===== config.mk =====
export PLATFORM = sky130hd
export DESIGN_NAME = tx_status_flags
export DESIGN_NICKNAME = d
export VERILOG_FILES = /design/src/include/tx_status_pkg.sv /design/src/hdl/tx_status_flags.sv /design/src/hdl/pin_sync.sv
export SDC_FILE = /design/constraint.sdc
export NUM_CORES = 1
export LEC_CHECK = 0
export BUFFER_PORTS_ARGS = -buffer_cell sky130_fd_sc_hd__buf_4
export CAP_MARGIN = 20
export CORE_MARGIN = 2
export CORE_UTILIZATION = 40
export DETAILED_ROUTE_END_ITERATION = 7
export SYNTH_ARGS = -nofsm -noshare
export SYNTH_HDL_FRONTEND = slang
export SYNTH_SLANG_ARGS = --single-unit

===== constraint.sdc =====
create_clock -name clk -period 1.8 [get_ports clk]
set_clock_uncertainty 0.15 [all_clocks]
set_input_delay 0.09 -clock clk [delete_from_list [all_inputs] [get_ports clk]]
set_output_delay 0.09 -clock clk [all_outputs]
set_load 0.02 [all_outputs]

===== src/include/tx_status_pkg.sv =====
/*
 * constants, register map and state types for the transmit-status
 * flag block of an ethernet data link controller.
 * assumes a 25 mhz system clock and a plain 8-bit register port with 4-bit addresses.
 */
package tx_status_pkg;

    // register addresses on the local register port
    localparam logic [3:0] ADDR_TX_STATUS   = 4'h0;
    localparam logic [3:0] ADDR_TX_IRQ_MASK = 4'h2;
    localparam logic [3:0] ADDR_COL_COUNTER = 4'h4;
    localparam logic [3:0] ADDR_COL16_CTRL  = 4'hb;

    // bit positions inside transmit_status and tx_interrupt_mask
    localparam int BIT_OWN_RX     = 5;
    localparam int BIT_SHORT      = 4;
    localparam int BIT_JABBER     = 3;
    localparam int BIT_COLL       = 2;
    localparam int BIT_COL16      = 1;
    localparam int BIT_BUS_WR_ERR = 0;

    // implemented status bits and the host-clearable subset
    localparam logic [7:0] STATUS_USED = 8'h3f;
    localparam logic [7:0] W1C_BITS    = 8'h0f;
    localparam logic [7:0] RESET_BYTE  = 8'h00;

    // collision counter field and sixteen-collision control field
    localparam int         COL_CNT_LSB   = 4;
    localparam logic [3:0] COL_CNT_LAST  = 4'hf;
    localparam int         COL16_MODE_LSB = 1;
    localparam logic [1:0] COL16_SKIP    = 2'h0;
    localparam logic [1:0] COL16_RETRY   = 2'h1;
    localparam int         COL16_HALT_BIT = 1;
    localparam logic [1:0] MODE_RESET    = 2'h0;

    // host write timeout into a full transmit buffer
    localparam int CLK_PERIOD_NS  = 40;
    localparam int BUS_WR_TMO_NS  = 2150;
    localparam int BUS_WR_TMO_CYC =
        (BUS_WR_TMO_NS + CLK_PERIOD_NS - 1) / CLK_PERIOD_NS;
    localparam logic [5:0] BUS_WR_LAST = 6'(BUS_WR_TMO_CYC - 1);

    // buffer write handshake states, gray along idle-wait-ready
    typedef enum logic [1:0] {
        BW_IDLE  = 2'h0,
        BW_WAIT  = 2'h1,
        BW_READY = 2'h3,
        BW_FAIL  = 2'h2
    } bw_state_t;

endpackage


===== src/hdl/tx_status_flags.sv =====
/*
 * transmit-status flags of an ethernet data link controller: own-packet
 * loopback, short packet, jabber watchdog, collision retry with counter,
 * sixteen-collision policy, buffer-write timeout, interrupt mask.
 * assumes a transmitter on the same clock giving tx_start/tx_active, a
 * receiver giving own_rx_ok, and carrier/collision as raw pins.
 */
// Decided for this implementation: the address map and strobed register access.
`timescale 1ns/1ns
module tx_status_flags #(
    parameter int unsigned JABBER_LIMIT = 250000
) (
    input  wire logic       clk,
    input  wire logic       rstn,
    input  wire logic [3:0] reg_addr,
    input  wire logic [7:0] reg_wdata,
    input  wire logic       reg_wr,
    input  wire logic       reg_rd,
    output logic      [7:0] reg_rdata,
    input  wire logic       tx_start,
    input  wire logic       tx_active,
    input  wire logic       own_rx_ok,
    input  wire logic       carrier_pin,
    input  wire logic       collision_pin,
    input  wire logic       bw_req,
    input  wire logic       buf_full,
    output logic            buf_wr_rdy,
    output logic            retry_pkt,
    output logic            skip_pkt,
    output logic            tx_halt,
    output logic            jab_suspend,
    output logic            irq
);
    logic [7:0]                 status_q;
    logic [7:0]                 status_d;
    logic [7:0]                 mask_q;
    logic [3:0]                 col_cnt_q;
    logic [1:0]                 col16_mode_q;
    logic [7:0]                 rdata_q;
    logic                       irq_q;
    logic                       carrier_s;
    logic                       collision_s;
    logic                       carrier_d1_q;
    logic                       collision_d1_q;
    logic                       carrier_fall;
    logic                       col_hit;
    logic                       col_last;
    logic [19:0]                jab_cnt_q;
    logic                       jab_q;
    logic                       jab_fire;
    logic                       retry_q;
    logic                       skip_q;
    logic                       halt_q;
    tx_status_pkg::bw_state_t   bw_state_q;
    logic [5:0]                 bw_cnt_q;
    logic                       bw_rdy_q;
    logic                       bw_fail;
    logic [7:0]                 clr_bits;
    logic [7:0]                 set_bits;

    // true when a register port access targets this address
    function automatic logic hit(input logic [3:0] a, input logic [3:0] r);
        hit = (a == r);
    endfunction

    // synchronise carrier and collision pins
    pin_sync #(.RESET_VAL(1'b0)) u_carrier_sync (
        .clk     (clk),
        .rstn    (rstn),
        .pin     (carrier_pin),
        .level_q (carrier_s)
    );
    pin_sync #(.RESET_VAL(1'b0)) u_collision_sync (
        .clk     (clk),
        .rstn    (rstn),
        .pin     (collision_pin),
        .level_q (collision_s)
    );

    // edge history of the synchronised levels
    always_ff @(posedge clk or negedge rstn) begin
        if (!rstn) begin
            carrier_d1_q   <= 1'b0;
            collision_d1_q <= 1'b0;
        end else begin
            carrier_d1_q   <= carrier_s;
            collision_d1_q <= collision_s;
        end
    end

    // event decode
    assign carrier_fall = carrier_d1_q && !carrier_s && tx_active;
    assign col_hit      = collision_s && !collision_d1_q &&
                          tx_active;
    assign col_last     = col_hit && (col_cnt_q == tx_status_pkg::COL_CNT_LAST);
    assign jab_fire     = tx_active && !jab_q &&
                          (jab_cnt_q == 20'(JABBER_LIMIT - 1));
    assign bw_fail      = (bw_state_q == tx_status_pkg::BW_WAIT) && buf_full &&
                          (bw_cnt_q == tx_status_pkg::BUS_WR_LAST);

    // host write-one-clear and hardware set terms
    always_comb begin
        clr_bits = 8'h00;
        if (reg_wr && hit(reg_addr, tx_status_pkg::ADDR_TX_STATUS)) begin
            clr_bits = reg_wdata & tx_status_pkg::W1C_BITS;
        end
        set_bits = 8'h00;
        set_bits[tx_status_pkg::BIT_OWN_RX]     = own_rx_ok;
        set_bits[tx_status_pkg::BIT_SHORT]      = carrier_fall;
        set_bits[tx_status_pkg::BIT_JABBER]     = jab_fire;
        set_bits[tx_status_pkg::BIT_COLL]       = col_hit;
        set_bits[tx_status_pkg::BIT_COL16]      = col_last;
        set_bits[tx_status_pkg::BIT_BUS_WR_ERR] = bw_fail;
    end

    // next status: packet start clears own/short, set always wins
    always_comb begin
        status_d = status_q & ~clr_bits;
        if (tx_start) begin
            status_d[tx_status_pkg::BIT_OWN_RX] = 1'b0;
            status_d[tx_status_pkg::BIT_SHORT]  = 1'b0;
        end
        status_d = (status_d | set_bits) & tx_status_pkg::STATUS_USED;
    end

    // status register
    always_ff @(posedge clk or negedge rstn) begin
        if (!rstn) begin
            status_q <= tx_status_pkg::RESET_BYTE;
        end else begin
            status_q <= status_d;
        end
    end

    // mask and sixteen-collision control registers
    always_ff @(posedge clk or negedge rstn) begin
        if (!rstn) begin
            mask_q       <= tx_status_pkg::RESET_BYTE;
            col16_mode_q <= tx_status_pkg::MODE_RESET;
        end else if (reg_wr) begin
            if (hit(reg_addr, tx_status_pkg::ADDR_TX_IRQ_MASK)) begin
                mask_q <= reg_wdata & tx_status_pkg::STATUS_USED;
            end
            if (hit(reg_addr, tx_status_pkg::ADDR_COL16_CTRL)) begin
                col16_mode_q <=
                    reg_wdata[tx_status_pkg::COL16_MODE_LSB +: 2];
            end
        end
    end

    // collision counter per packet and retry/skip/halt decisions
    always_ff @(posedge clk or negedge rstn) begin
        if (!rstn) begin
            col_cnt_q <= 4'h0;
            retry_q   <= 1'b0;
            skip_q    <= 1'b0;
            halt_q    <= 1'b0;
        end else begin
            retry_q <= 1'b0;
            skip_q  <= 1'b0;
            if (tx_start) begin
                col_cnt_q <= 4'h0;
            end else if (col_hit) begin
                col_cnt_q <= col_cnt_q + 4'h1;
            end
            if (col_hit && !col_last) begin
                retry_q <= 1'b1;
            end else if (col_last) begin
                if (col16_mode_q[tx_status_pkg::COL16_HALT_BIT]) begin
                    halt_q <= 1'b1;
                end else if (col16_mode_q == tx_status_pkg::COL16_RETRY) begin
                    retry_q <= 1'b1;
                end else begin
                    skip_q <= 1'b1;
                end
            end else if (!status_q[tx_status_pkg::BIT_COL16]) begin
                halt_q <= 1'b0;
            end
        end
    end

    // jabber watchdog on continuous transmission
    always_ff @(posedge clk or negedge rstn) begin
        if (!rstn) begin
            jab_cnt_q <= 20'h00000;
            jab_q     <= 1'b0;
        end else if (!tx_active) begin
            jab_cnt_q <= 20'h00000;
            jab_q     <= 1'b0;
        end else if (jab_fire) begin
            jab_q <= 1'b1;
        end else if (!jab_q) begin
            jab_cnt_q <= jab_cnt_q + 20'h00001;
        end
    end

    // host write handshake into the transmit buffer
    always_ff @(posedge clk or negedge rstn) begin
        if (!rstn) begin
            bw_state_q <= tx_status_pkg::BW_IDLE;
            bw_cnt_q   <= 6'h00;
            bw_rdy_q   <= 1'b0;
        end else begin
            unique case (bw_state_q)
                tx_status_pkg::BW_IDLE: begin
                    bw_cnt_q <= 6'h00;
                    if (bw_req) begin
                        bw_state_q <= buf_full ? tx_status_pkg::BW_WAIT
                                               : tx_status_pkg::BW_READY;
                        bw_rdy_q   <= !buf_full;
                    end
                end
                tx_status_pkg::BW_WAIT: begin
                    if (!buf_full) begin
                        bw_state_q <= tx_status_pkg::BW_READY;
                        bw_rdy_q   <= 1'b1;
                    end else if (bw_fail) begin
                        bw_state_q <= tx_status_pkg::BW_FAIL;
                    end else begin
                        bw_cnt_q <= bw_cnt_q + 6'h01;
                    end
                end
                tx_status_pkg::BW_READY,
                tx_status_pkg::BW_FAIL: begin
                    if (!bw_req) begin
                        bw_state_q <= tx_status_pkg::BW_IDLE;
                        bw_rdy_q   <= 1'b0;
                    end
                end
            endcase
        end
    end

    // read data, one cycle after the read strobe
    always_ff @(posedge clk or negedge rstn) begin
        if (!rstn) begin
            rdata_q <= 8'h00;
        end else begin
            rdata_q <= 8'h00;
            if (reg_rd) begin
                unique case (reg_addr)
                    tx_status_pkg::ADDR_TX_STATUS:   rdata_q <= status_q;
                    tx_status_pkg::ADDR_TX_IRQ_MASK: rdata_q <= mask_q;
                    tx_status_pkg::ADDR_COL_COUNTER:
                        rdata_q <= {col_cnt_q, 4'h0};
                    tx_status_pkg::ADDR_COL16_CTRL:
                        rdata_q <= {5'h00, col16_mode_q, 1'b0};
                    default:                         rdata_q <= 8'h00;
                endcase
            end
        end
    end

    // level interrupt from enabled, set flags
    always_ff @(posedge clk or negedge rstn) begin
        if (!rstn) begin
            irq_q <= 1'b0;
        end else begin
            irq_q <= |(status_q & mask_q);
        end
    end

    assign reg_rdata   = rdata_q;
    assign irq         = irq_q;
    assign retry_pkt   = retry_q;
    assign skip_pkt    = skip_q;
    assign tx_halt     = halt_q;
    assign jab_suspend = jab_q;
    assign buf_wr_rdy  = bw_rdy_q; // flop mirrors the ready state
endmodule // tx_status_flags


===== src/hdl/pin_sync.sv =====
/*
 * three-stage synchroniser for an asynchronous pin; the output only
 * moves once the second and third stages agree.
 * assumes one clock and an asynchronous active-low reset.
 */
`timescale 1ns/1ns
module pin_sync #(
    parameter logic RESET_VAL = 1'b0
) (
    input  wire logic clk,
    input  wire logic rstn,
    input  wire logic pin,
    output logic      level_q
);
    logic s1_q;
    logic s2_q;
    logic s3_q;

    // shift chain; first stage feeds only the second
    always_ff @(posedge clk or negedge rstn) begin
        if (!rstn) begin
            s1_q <= RESET_VAL;
            s2_q <= RESET_VAL;
            s3_q <= RESET_VAL;
        end else begin
            s1_q <= pin;
            s2_q <= s1_q;
            s3_q <= s2_q;
        end
    end

    // accept a new level once two stages agree
    always_ff @(posedge clk or negedge rstn) begin
        if (!rstn) begin
            level_q <= RESET_VAL;
        end else if (s2_q == s3_q) begin
            level_q <= s3_q;
        end
    end
endmodule // pin_sync


# Word level (Yosys, flattened, before mapping)
# Index checks and enable logic that the tools add are counted.
# totals
ff_bits	70
output_inout_bits	14
input_bits	23
# op_classes
bitwise	5
reduce_logical	29
addsub	3
mux	35
eq_ne	23
# ops
operator	count
$mux W20	3
$pmux W8 S4	1
$add A20 B1 Y20 const B	1
$eq A20 B18 Y1 const B	1
$mux W1	16
$ne A2 B2 Y1 const B	8
$and A6 B6 Y6	2
$mux W2	6
$mux W4	3
$mux W6	2
$pmux W6 S2	1
$reduce_and A3 Y1	4
$logic_and A1 B1 Y1	11
$eq A4 B4 Y1 const B	2
$mux W8	1
$reduce_or A8 Y1	1
$add A6 B1 Y6 const B	1
$eq A6 B6 Y1 const B	1
$not A4 Y6	1
$or A6 B6 Y6	1
$pmux W2 S3	1
$reduce_and A2 Y1	3
$logic_not A1 Y1	5
$add A4 B1 Y4 const B	1
other kinds (13)	18

# Longest topological paths before layout
# Gate-level depths: netlist of the first run.
# depth
depth_word	8
ltp_mapped	6
ltp_nobuf	5

# Cells and area by module
# From an unflattened synthesis of the first run, not the netlist that was laid out.
# unflattened
cells_unflattened	308
hier_area_um2	3293.2
# by_module_without_submodules
mod	cells_each	area_each_um2	n_inst	seq_area_each_um2
tx_status_flags	298	3070.4	1	1551.5
pin_sync	5	111.4	2	100.1

# Worst setup path after synthesis of the first run
# Ideal clock, no wire load.
# synth_path
path_type	register to register
startpoint	register jab_q, in the netlist jab_suspend
endpoint	register jab_cnt_q[17]
path_stages_with_launch	6
setup_slack_ns	-0.135
path_buffers	1
t_arrival_ns	1.706
path_cell_list	dfrtp_1 > and4b_2 > nand4_1 > buf_2 > or4_1 > a21oi_1
# synth_between
elab_chain_len	5
# synth_rtl
element	line_no	source
from (decl)	tx_status_flags.sv:49	logic jab_q;
from (signal assigned)	tx_status_flags.sv:186	jab_q <= 1'b0;
from (signal assigned)	tx_status_flags.sv:189	jab_q <= 1'b0;
from (signal assigned)	tx_status_flags.sv:191	jab_q <= 1'b1;
$logic_not A1 Y1	--	
$logic_and A1 B1 Y1 (2 in a row)	tx_status_flags.sv:96	assign jab_fire = tx_active && !jab_q &&
$ne A2 B2 Y1 (no source line)	--	
$reduce_and A2 Y1 (no source line) (*)	--	
to (signal assigned)	tx_status_flags.sv:193	jab_cnt_q <= jab_cnt_q + 20'h00001;
to (decl)	tx_status_flags.sv:48	logic [19:0] jab_cnt_q;
# Mark *: on every way between the ends. The rest lies on a longest branch, timed or not.
# A chain may end at the register's enable or synchronous reset.

# Worst setup path in the final report of the first run
# Ends and elaborated chain as after synthesis.

==> results_dict.tcl, run 1 <==
set metrics [dict create \
    failed_checks "negative setup slack" \
    final_cells 474 \
    gp_congestion 0.828 \
    dieArea_um2 8580 \
    clk_latency_ps 340 \
    fillers 665 \
    cp_max_fo 6 \
    syn_area_um2 3140 \
    die_w_um 92.6 \
    viasPerCell 5.25 \
    synth_most_common_cell "dfrtp_1" \
    syn2layout_area_growth_pct 31.6 \
    grt_pass1_wl_um 11200 \
    setup_viol 2 \
    diodes 0 \
    floorplan.die.height_um 92.6 \
    cts_root_buf "clkbuf_8" \
    hold_depth 5 \
    synth.area.top_cells "dfrtp_1 (56%), nor2_1 (3.3%), mux2_2 (2.9%)" \
    yosys_warnings 0 \
    overflow 0 \
    min_period_over_period_pct 101 \
    rsz0062_at_grt "true" \
    fin_ws_ps -16.8 \
    internal_power_mw 2.84 \
    drc_errors 0 \
    wire_per_inst_um 14.0 \
    drive_above_1_share_pct 25.0 \
    seqCellArea_um2 1750 \
    clkSinkCount 70 \
    avgSynthCellArea_um2 10.8 \
    peakVddDrop_mv 0.372 \
    core_area_um2 7650 \
    worstPathArrival_ps 1940 \
    dr_wl_met2_um 3240 \
    antenna_found_initial 0 \
    min_to "reg_rdata[4]$_DFF_PN0_" \
    seq_power_share_pct 48.5 \
    firstDrtPassIters 4 \
    fmax_mhz 550 \
    wl_um 6660 \
    drt-initial-drc-count 124 \
    synth_edf_count 0 \
    powerDensity_nw_per_um2 940 \
    synthCells 291 \
    period_needed_ps 1820 \
    highest_layer "met4" \
    ant_nets 0 \
    status "complete, but fails checks" \
    synth-main-ff-cell "dfrtp_1" \
    cp-start-kind "flop" \
    slew-limit-headroom_pct 65.3 \
    hpwlAfterDp_um 4660 \
    initial_core_util_pct 41.1 \
    path_class "reg2reg" \
    sw_frac_of_total_pct 26.8 \
    yosysTopAreaCellShare_pct 55.8 \
    timing.reg2reg.worst_path_depth 4 \
    clockBufferDepth 2 \
    tightest_slew_ps 521 \
    grt.total_usage_pct 16.5 \
    dr_total_vias 2489 \
    synth_nets 318 \
    cp.required_ps 1920 \
    final_nets 394 \
    multi_input_area_um2 1370 \
    power.total_mw 3.88 \
    synth_common_cells "dfrtp_1 (70), nor2_1 (28), nand2_1 (22)" \
    reg2reg_from "jab_suspend$_DFFE_PN0P_" \
    drv_slew 0 \
    placed_area_um2 3630 \
    dp.cells 436 \
    path_clk_slew_ps 80 \
    cts_buffers 9 \
    htree_levels 3 \
    yosysUniqueCellTypes 51 \
    p_leak_nw 1.84 \
    async_reset_ff_share_pct 100 \
    yosysSeqAreaShare_pct 55.8 \
    hold_class "in2reg" \
    io_pins 37 \
    met1_length_um 3030 \
    ys_seq_elements 70 \
    stdcell_area_um2 4130 \
    io_buffers 34 \
    cts_tree "done" \
    hold_start "reg_addr[2]" \
    crit_path_end_kind "flop" \
    pwr-share-clk_pct 36.0 \
    grt_max_degree 42 \
    grt_pass1_vias 2468 \
    r2r_setup_slack_ps -20 \
    synth_area_leader_cell "dfrtp_1" \
    netSwitchingPower_mw 1.04 \
    finalHoldViolations 0 \
    cap_violations 0 \
    holdWs_ps 35.1 \
    rows 32 \
    dr_wl_met3_um 240 \
    reg2reg_to "jab_cnt_q[17]$_DFFE_PN0P_" \
    combPwrFrac_pct 15.5 \
]
[state kept, by name, summed over array words and instances, names as in the netlist, 2 cells and up]
register	flops
jab_cnt_q	20
reg_rdata	8
bw_cnt_q	6
mask_q	6
status_q	6
col_cnt_q	4
bw_state_q	2
col16_mode_q	2
[routing by layer]
metal	vias up	global-route usage, %
li1	1211	-
met1	1211	20.7
met2	55	27.2
met3	12	3.25
met4	0	8.08
met5	-	0
[what timing repair did]
action,in CTS,in global routing
buffers inserted,1,0
pin swaps,7,5
hold buffers,21,0
setup endpoints to repair,7,14
hold endpoints to repair,107,0
resized for setup,1,16
gates cloned,0,0
[cells by family (layout without fill, tap and decap cells)]
family | Yosys count | in the layout | synth area share [%]
simple gates | 115 | 115 | 19.6
fa+ha+maj | 6 | 6 | 2.23
buf+inv | 18 | 99 | 2.27
flops | 70 | 70 | 55.8
mux | 13 | 13 | 4.46
xor+xnor | 12 | 12 | 3.35
compound gates | 57 | 57 | 12.3
[final cells by class]
cell class	instances	area share, %
Multi-Input combinational cell	203	33.2
Sequential cell	70	42.4
Tap cell	102	3.09
Clock inverter	6	2.06
Timing Repair Buffer	74	15.1
Clock buffer	10	3.33
Inverter	9	0.818
[power by group through the flow]
stage                     registers [mW]  clock network [mW]  logic (mW)
final                               1.88                1.40       0.603
after global routing                1.90                1.51       0.688
after CTS                           1.88                1.44       0.605
after detailed placement            1.91                   0       0.568
after global placement              1.91                   0       0.554
after floorplan                     1.90                   0       0.331
[worst max-delay path, cell delays in order, from the launching register on]
cell and delay (ps):
dfrtp_2 400, and4b_2 290, nand4_1 220, or4_4 570
a21oi_2 120
[through the flow]
| stage | utilization [%] | worst slack, ps | TNS [ps] |
|---|---|---|---|
| CTS | 53.4 | -3.32 | -3.32 |
| detailed placement | 47.5 | -68.1 | -260 |
| global route | 54.0 | -104 | -586 |
| floorplan | - | -76.5 | -241 |
| finish | 54.0 | -16.8 | -25.0 |
| global placement | 47.5 | -35.3 | -101 |
[placed cells by master, fill, tap and decap left out, types with 7 or more instances in the layout]
master         instances
mux2_2                 8
a21oi_1               14
xor2_1                 9
nand2_1               21
nor2_1                27
buf_4                 51
nand3_1               10
dlygate4sd3_1         21
clkbuf_8              10
nand4_1                8
nor3_1                 7
dfrtp_1               69
inv_1                  8
[worst max-delay path by stage]
stage / startpoint / end / slack (ps) / cells after the start
global route: jab_suspend$_DFFE_PN0P_ / jab_cnt_q[17]$_DFFE_PN0P_ / -100 / 4
CTS: jab_suspend$_DFFE_PN0P_ / jab_cnt_q[11]$_DFFE_PN0P_ / -3 / 5
floorplan: jab_suspend$_DFFE_PN0P_ / jab_cnt_q[17]$_DFFE_PN0P_ / -80 / 5
finish: jab_suspend$_DFFE_PN0P_ / jab_cnt_q[17]$_DFFE_PN0P_ / -20 / 4
detailed placement: jab_suspend$_DFFE_PN0P_ / jab_cnt_q[11]$_DFFE_PN0P_ / -70 / 5
global placement: jab_suspend$_DFFE_PN0P_ / jab_cnt_q[11]$_DFFE_PN0P_ / -40 / 5
Note: power is estimated with default switching activity, not from simulation.
==> inputs of run 2 (changes only) <==
CORE_UTILIZATION = 50   (was 40)
PLACE_DENSITY = 0.73   (was default)
==> run 2 against run 1 <==
Net effect:
- the run still ends with negative setup slack left
- wire length is 6.5% higher
- non-clock buffer count rose by 10
- clock power hardly changed
- power decreased by 0.25%
- maximum frequency fell by 4.8%
- first-iteration DRC count shrank 5.6%
- via count grew 4.6%
==> results_dict.tcl, run 2 (same netlist as run 1, synthesis figures left out) <==
set metrics [dict create \
    status "complete, but fails checks" \
    failed_checks "negative setup slack" \
    power.total_mw 3.87 \
    r2r_setup_slack_ps -110 \
    finalSetupTns_ps -248 \
    htree_levels 3 \
    grt_pass1_wl_um 11800 \
    grt.total_usage_pct 21.1 \
    min_period_over_period_pct 106 \
    drive_above_1_share_pct 27.3 \
    final_nets 404 \
    core_area_um2 5990 \
    max_stage_delay_ps 460 \
    hold_depth 5 \
    grt_max_degree 57 \
    reg2reg_from "jab_cnt_q[8]$_DFFE_PN0P_" \
    drv_slew 0 \
    cts_tree "done" \
    dieArea_um2 6930 \
    cp.required_ps 1880 \
    peakVddDrop_mv 0.552 \
    p_leak_nw 1.88 \
    rsz0062_at_grt "true" \
    setup_viol 5 \
    mostFrequentLayoutCells "dfrtp_1 (69), buf_4 (57), nor2_1 (27), dlygate4sd3_1 (23), nand2_1 (21)" \
    fin_ws_ps -109 \
    ant_nets 0 \
    crit_family "simple AND/OR/NAND/NOR gates" \
    clk_latency_ps 340 \
    hold_start "reg_addr[2]" \
    critPathBufInv 1 \
    cp_slowest_cell "nor4bb_2" \
    cp-start-kind "flop" \
    wl_um 7090 \
    final_common_cell "dfrtp_1" \
    grt_pass1_vias 2572 \
    gp_congestion 0.840 \
    floorplan.die.height_um 83.3 \
    antenna_found_initial 0 \
    fmax_mhz 524 \
    slew-limit-headroom_pct 54.1 \
    cp_max_fo 5 \
    min_to "reg_rdata[4]$_DFF_PN0_" \
    crit_path_end_kind "flop" \
    syn2layout_area_growth_pct 33.3 \
    period_needed_ps 1910 \
    largest-register "jab_cnt_q" \
    dr_total_vias 2604 \
    drt-initial-drc-count 117 \
    clockBufferDepth 2 \
    clkSinkCount 70 \
    cap_violations 0 \
    cts_buffers 9 \
    path_clk_slew_ps 80 \
    tightest_slew_ps 688 \
    initial_core_util_pct 52.4 \
    firstDrtPassIters 4 \
    die_w_um 83.3 \
    reg2reg_to "jab_cnt_q[1]$_DFFE_PN0P_" \
    powerDensity_nw_per_um2 925 \
    hpwlAfterDp_um 4630 \
    timing.reg2reg.worst_path_depth 4 \
    io_buffers 34 \
    viasPerCell 5.71 \
    wire_per_inst_um 15.5 \
    rows 28 \
    overflow 0 \
    hold_class "in2reg" \
    io_pins 37 \
    diodes 0 \
    largest_reg_flops 20 \
    cp_cell_sequence "nor4bb_2 > nand4_1 > buf_4 > o311ai_0" \
    path_class "reg2reg" \
    finalHoldViolations 0 \
    cts_root_buf "clkbuf_8" \
    worstPathArrival_ps 1980 \
    drc_errors 0 \
]
## run 2: final cells by class
| class | count | area, um^2 |
|---|---|---|
| fillers | 426 | 1800 |
| repair buffers | 84 | 703 |
| flip-flops and latches | 70 | 1750 |
| multi-input cells | 203 | 1390 |
| inverters | 9 | 33.8 |
| clock buffers | 9 | 124 |
| clock inverters | 6 | 87.6 |
| well taps | 75 | 93.8 |
## run 2: per-layer routing
metal,vias up,GRT usage (%),wire [um]
met5,-,0,0
met4,0,9.24,145
met3,15,4.37,321
met2,82,36.6,3570
met1,1271,25.4,3050
li1,1236,-,-
## run 2: worst max-delay path by stage
stage / end / startpoint / cells past startpoint / slack [ps]
6_report: jab_cnt_q[1]$_DFFE_PN0P_ / jab_cnt_q[8]$_DFFE_PN0P_ / 4 / -110
5_1_grt: jab_cnt_q[1]$_DFFE_PN0P_ / jab_cnt_q[8]$_DFFE_PN0P_ / 4 / -160
4_1_cts: jab_cnt_q[16]$_DFFE_PN0P_ / jab_suspend$_DFFE_PN0P_ / 5 / -40
3_5_place_dp: jab_cnt_q[16]$_DFFE_PN0P_ / jab_suspend$_DFFE_PN0P_ / 5 / -110
3_3_place_gp: jab_cnt_q[11]$_DFFE_PN0P_ / jab_suspend$_DFFE_PN0P_ / 5 / -30
2_1_floorplan: jab_cnt_q[17]$_DFFE_PN0P_ / jab_suspend$_DFFE_PN0P_ / 5 / -80
## run 2: worst register-to-register path, cell delays in order, from the launching register on
cell,delay [ps]
dfrtp_1,440
nor4bb_2,460
nand4_1,220
buf_4,210
o311ai_0,320
## run 2: what timing repair did
item	in CTS	in global routing
endpoints found under the hold margin	91	0
pin swaps	13	3
setup endpoints to repair	10	14
hold buffers	23	0
setup buffers	3	4
resized for setup	3	18
## run 2: power breakdown
part / switching [mW] / internal (mW)
clock network: 0.602 / 0.772
logic: 0.304 / 0.312
registers: 0.159 / 1.73
## run 2: through the flow
| stage | hold slack, ps | setup slack [ps] | utilization (%) | cells | cell area [um^2] |
|---|---|---|---|---|---|
| 2_1_floorplan | -356 | -76.5 | - | 291 | 3140 |
| 3_3_place_gp | 26.7 | -29.1 | 60.2 | 411 | 3600 |
| 3_5_place_dp | 31.6 | -109 | 60.2 | 411 | 3600 |
| 4_1_cts | 10.6 | -36.6 | 68.1 | 452 | 4080 |
| 5_1_grt | 51.9 | -161 | 69.9 | 456 | 4190 |
| 6_report | 19.5 | -109 | 69.9 | 456 | 4190 |
==> inputs of run 3 (changes only) <==
BUFFER_PORTS_ARGS = default   (was -buffer_cell sky130_fd_sc_hd__buf_4)
DONT_BUFFER_PORTS = 1   (was default)
PLACE_DENSITY = 0.68   (was 0.73)
==> run 3 against run 2 <==
Net effect:
- the run ends with negative hold slack left
- critical endpoint is now jab_cnt_q[11]$_DFFE_PN0P_
- global-route usage decreased by 1.0 points
- utilization fell by 2.3 points
- setup slack better by 120 ps
==> results_dict.tcl, run 3 (same netlist as run 1, synthesis figures left out) <==
set metrics [dict create \
    status "complete, but fails checks" \
    failed_checks "negative hold slack" \
    drv_slew 0 \
    drive_above_1_share_pct 20.3 \
    grt_pass1_vias 2451 \
    mostFrequentLayoutCells "dfrtp_1 (67), dlygate4sd3_1 (29), buf_4 (28), nor2_1 (27), nand2_1 (21)" \
    hold_class "in2async" \
    hpwlAfterDp_um 4190 \
    die_w_um 83.3 \
    path_clk_slew_ps 80 \
    diodes 0 \
    fmax_mhz 559 \
    min_period_over_period_pct 99.4 \
    setup_viol 0 \
    dieArea_um2 6930 \
    io_buffers 0 \
    crit_path_end_kind "flop" \
    reg2reg_to "jab_cnt_q[11]$_DFFE_PN0P_" \
    floorplan.die.height_um 83.3 \
    worstPathArrival_ps 1910 \
    powerDensity_nw_per_um2 918 \
    grt.total_usage_pct 20.1 \
    max_stage_delay_ps 410 \
    holdWs_ps -711 \
    path_class "reg2reg" \
    reg2reg_from "jab_suspend$_DFFE_PN0P_" \
    cts_root_buf "clkbuf_8" \
    cap_violations 0 \
    timing.reg2reg.worst_path_depth 5 \
    slew-limit-headroom_pct 67.3 \
    drc_errors 0 \
    cp-start-kind "flop" \
    antenna_found_initial 0 \
    period_needed_ps 1790 \
    final_cells 435 \
    placed_area_um2 3360 \
    tightest_slew_ps 491 \
    final_common_cell "dfrtp_1" \
    syn2layout_area_growth_pct 28.9 \
    wl_um 6760 \
    io_pins 37 \
    largest-register "jab_cnt_q" \
    wire_per_inst_um 15.5 \
    peakVddDrop_mv 0.691 \
    viasPerCell 5.77 \
    dp.cells 379 \
    firstDrtPassIters 4 \
    overflow 0 \
    htree_levels 3 \
    largest_reg_flops 20 \
    cp.required_ps 1920 \
    clkSinkCount 70 \
    cts_buffers 9 \
    ant_nets 0 \
    finalHoldViolations 70 \
    gp_congestion 0.850 \
    drt-initial-drc-count 143 \
    stdcell_area_um2 4050 \
    p_leak_nw 1.80 \
    grt_max_degree 71 \
    clk_latency_ps 330 \
    cp_cell_sequence "and4b_2 > nand4_1 > buf_4 > or3_4 > a21oi_2" \
    cp_max_fo 6 \
    startpoint "jab_suspend$_DFFE_PN0P_" \
    rows 28 \
    r2r_setup_slack_ps 10 \
    final_nets 382 \
    power.total_mw 3.72 \
    cp_slowest_cell "dfrtp_2" \
    cts_tree "done" \
    grt_pass1_wl_um 11400 \
    clockBufferDepth 2 \
    dr_total_vias 2509 \
    initial_core_util_pct 52.4 \
    core_area_um2 5990 \
    rsz0062_at_grt "true" \
]
==> run 3: worst max-delay path, delay by kind of cell, from the launching register on <==
family	cells	cell delay [ps]
buf+inv	1	220
flops	1	410
simple gates	3	830
compound gates	1	120
==> run 3: power breakdown <==
part / internal (mW) / leakage (nW) / switching (mW) / total, mW
sequential: 1.73 / 0.912 / 0.187 / 1.91
clock: 0.685 / 0.0951 / 0.616 / 1.30
combinational: 0.279 / 0.789 / 0.224 / 0.504
total: 2.69 / 1.80 / 1.03 / 3.72
==> run 3: how the worst max path moves through the flow <==
| stage | endpoint | slack (ps) | depth (start not counted) |
|---|---|---|---|
| after floorplan | jab_cnt_q[17]$_DFFE_PN0P_ | -80 | 5 |
| after global placement | jab_cnt_q[16]$_DFFE_PN0P_ | -9 | 5 |
| after detailed placement | jab_cnt_q[11]$_DFFE_PN0P_ | -50 | 5 |
| after CTS | jab_cnt_q[17]$_DFFE_PN0P_ | 6 | 4 |
| after global routing | jab_cnt_q[11]$_DFFE_PN0P_ | -130 | 6 |
| final | jab_cnt_q[11]$_DFFE_PN0P_ | 10 | 5 |
==> run 3: cell type report <==
| type | instances | area [um^2] |
|---|---|---|
| well taps | 75 | 93.8 |
| clock inverters | 6 | 70.1 |
| fillers | 440 | 1940 |
| inverters | 9 | 33.8 |
| clock buffers | 10 | 138 |
| multi-input cells | 203 | 1400 |
| repair buffers | 62 | 562 |
| flip-flops and latches | 70 | 1760 |
==> run 3: per-layer routing <==
metal  GRT usage [%]  vias to the layer above  part of all wire [%]
met1            26.5                     1241                    46
met3            4.77                       10                   4.3
met5               0                        -                     0
met2            33.1                       68                    48
li1                -                     1190                     -
met4            5.96                        0                   1.5
==> run 3: timing repair <==
action / in CTS / in global routing
pin swaps: 6 / 11
setup buffers: 3 / 4
endpoints found under the setup margin: 10 / 20
hold endpoints to repair: 129 / 71
hold buffers: 33 / 1
cloned: 0 / 0
gates resized for setup: 4 / 24
==> run 3: metrics by stage <==
step                util [%]  TNS (ps)  setup slack (ps)
floorplan                  -      -241             -76.5
global placement        56.1     -16.4             -8.54
detailed placement      56.1      -201             -52.0
CTS                     65.8         0              5.64
global route            67.6      -770              -126
finish                  67.6         0              10.4
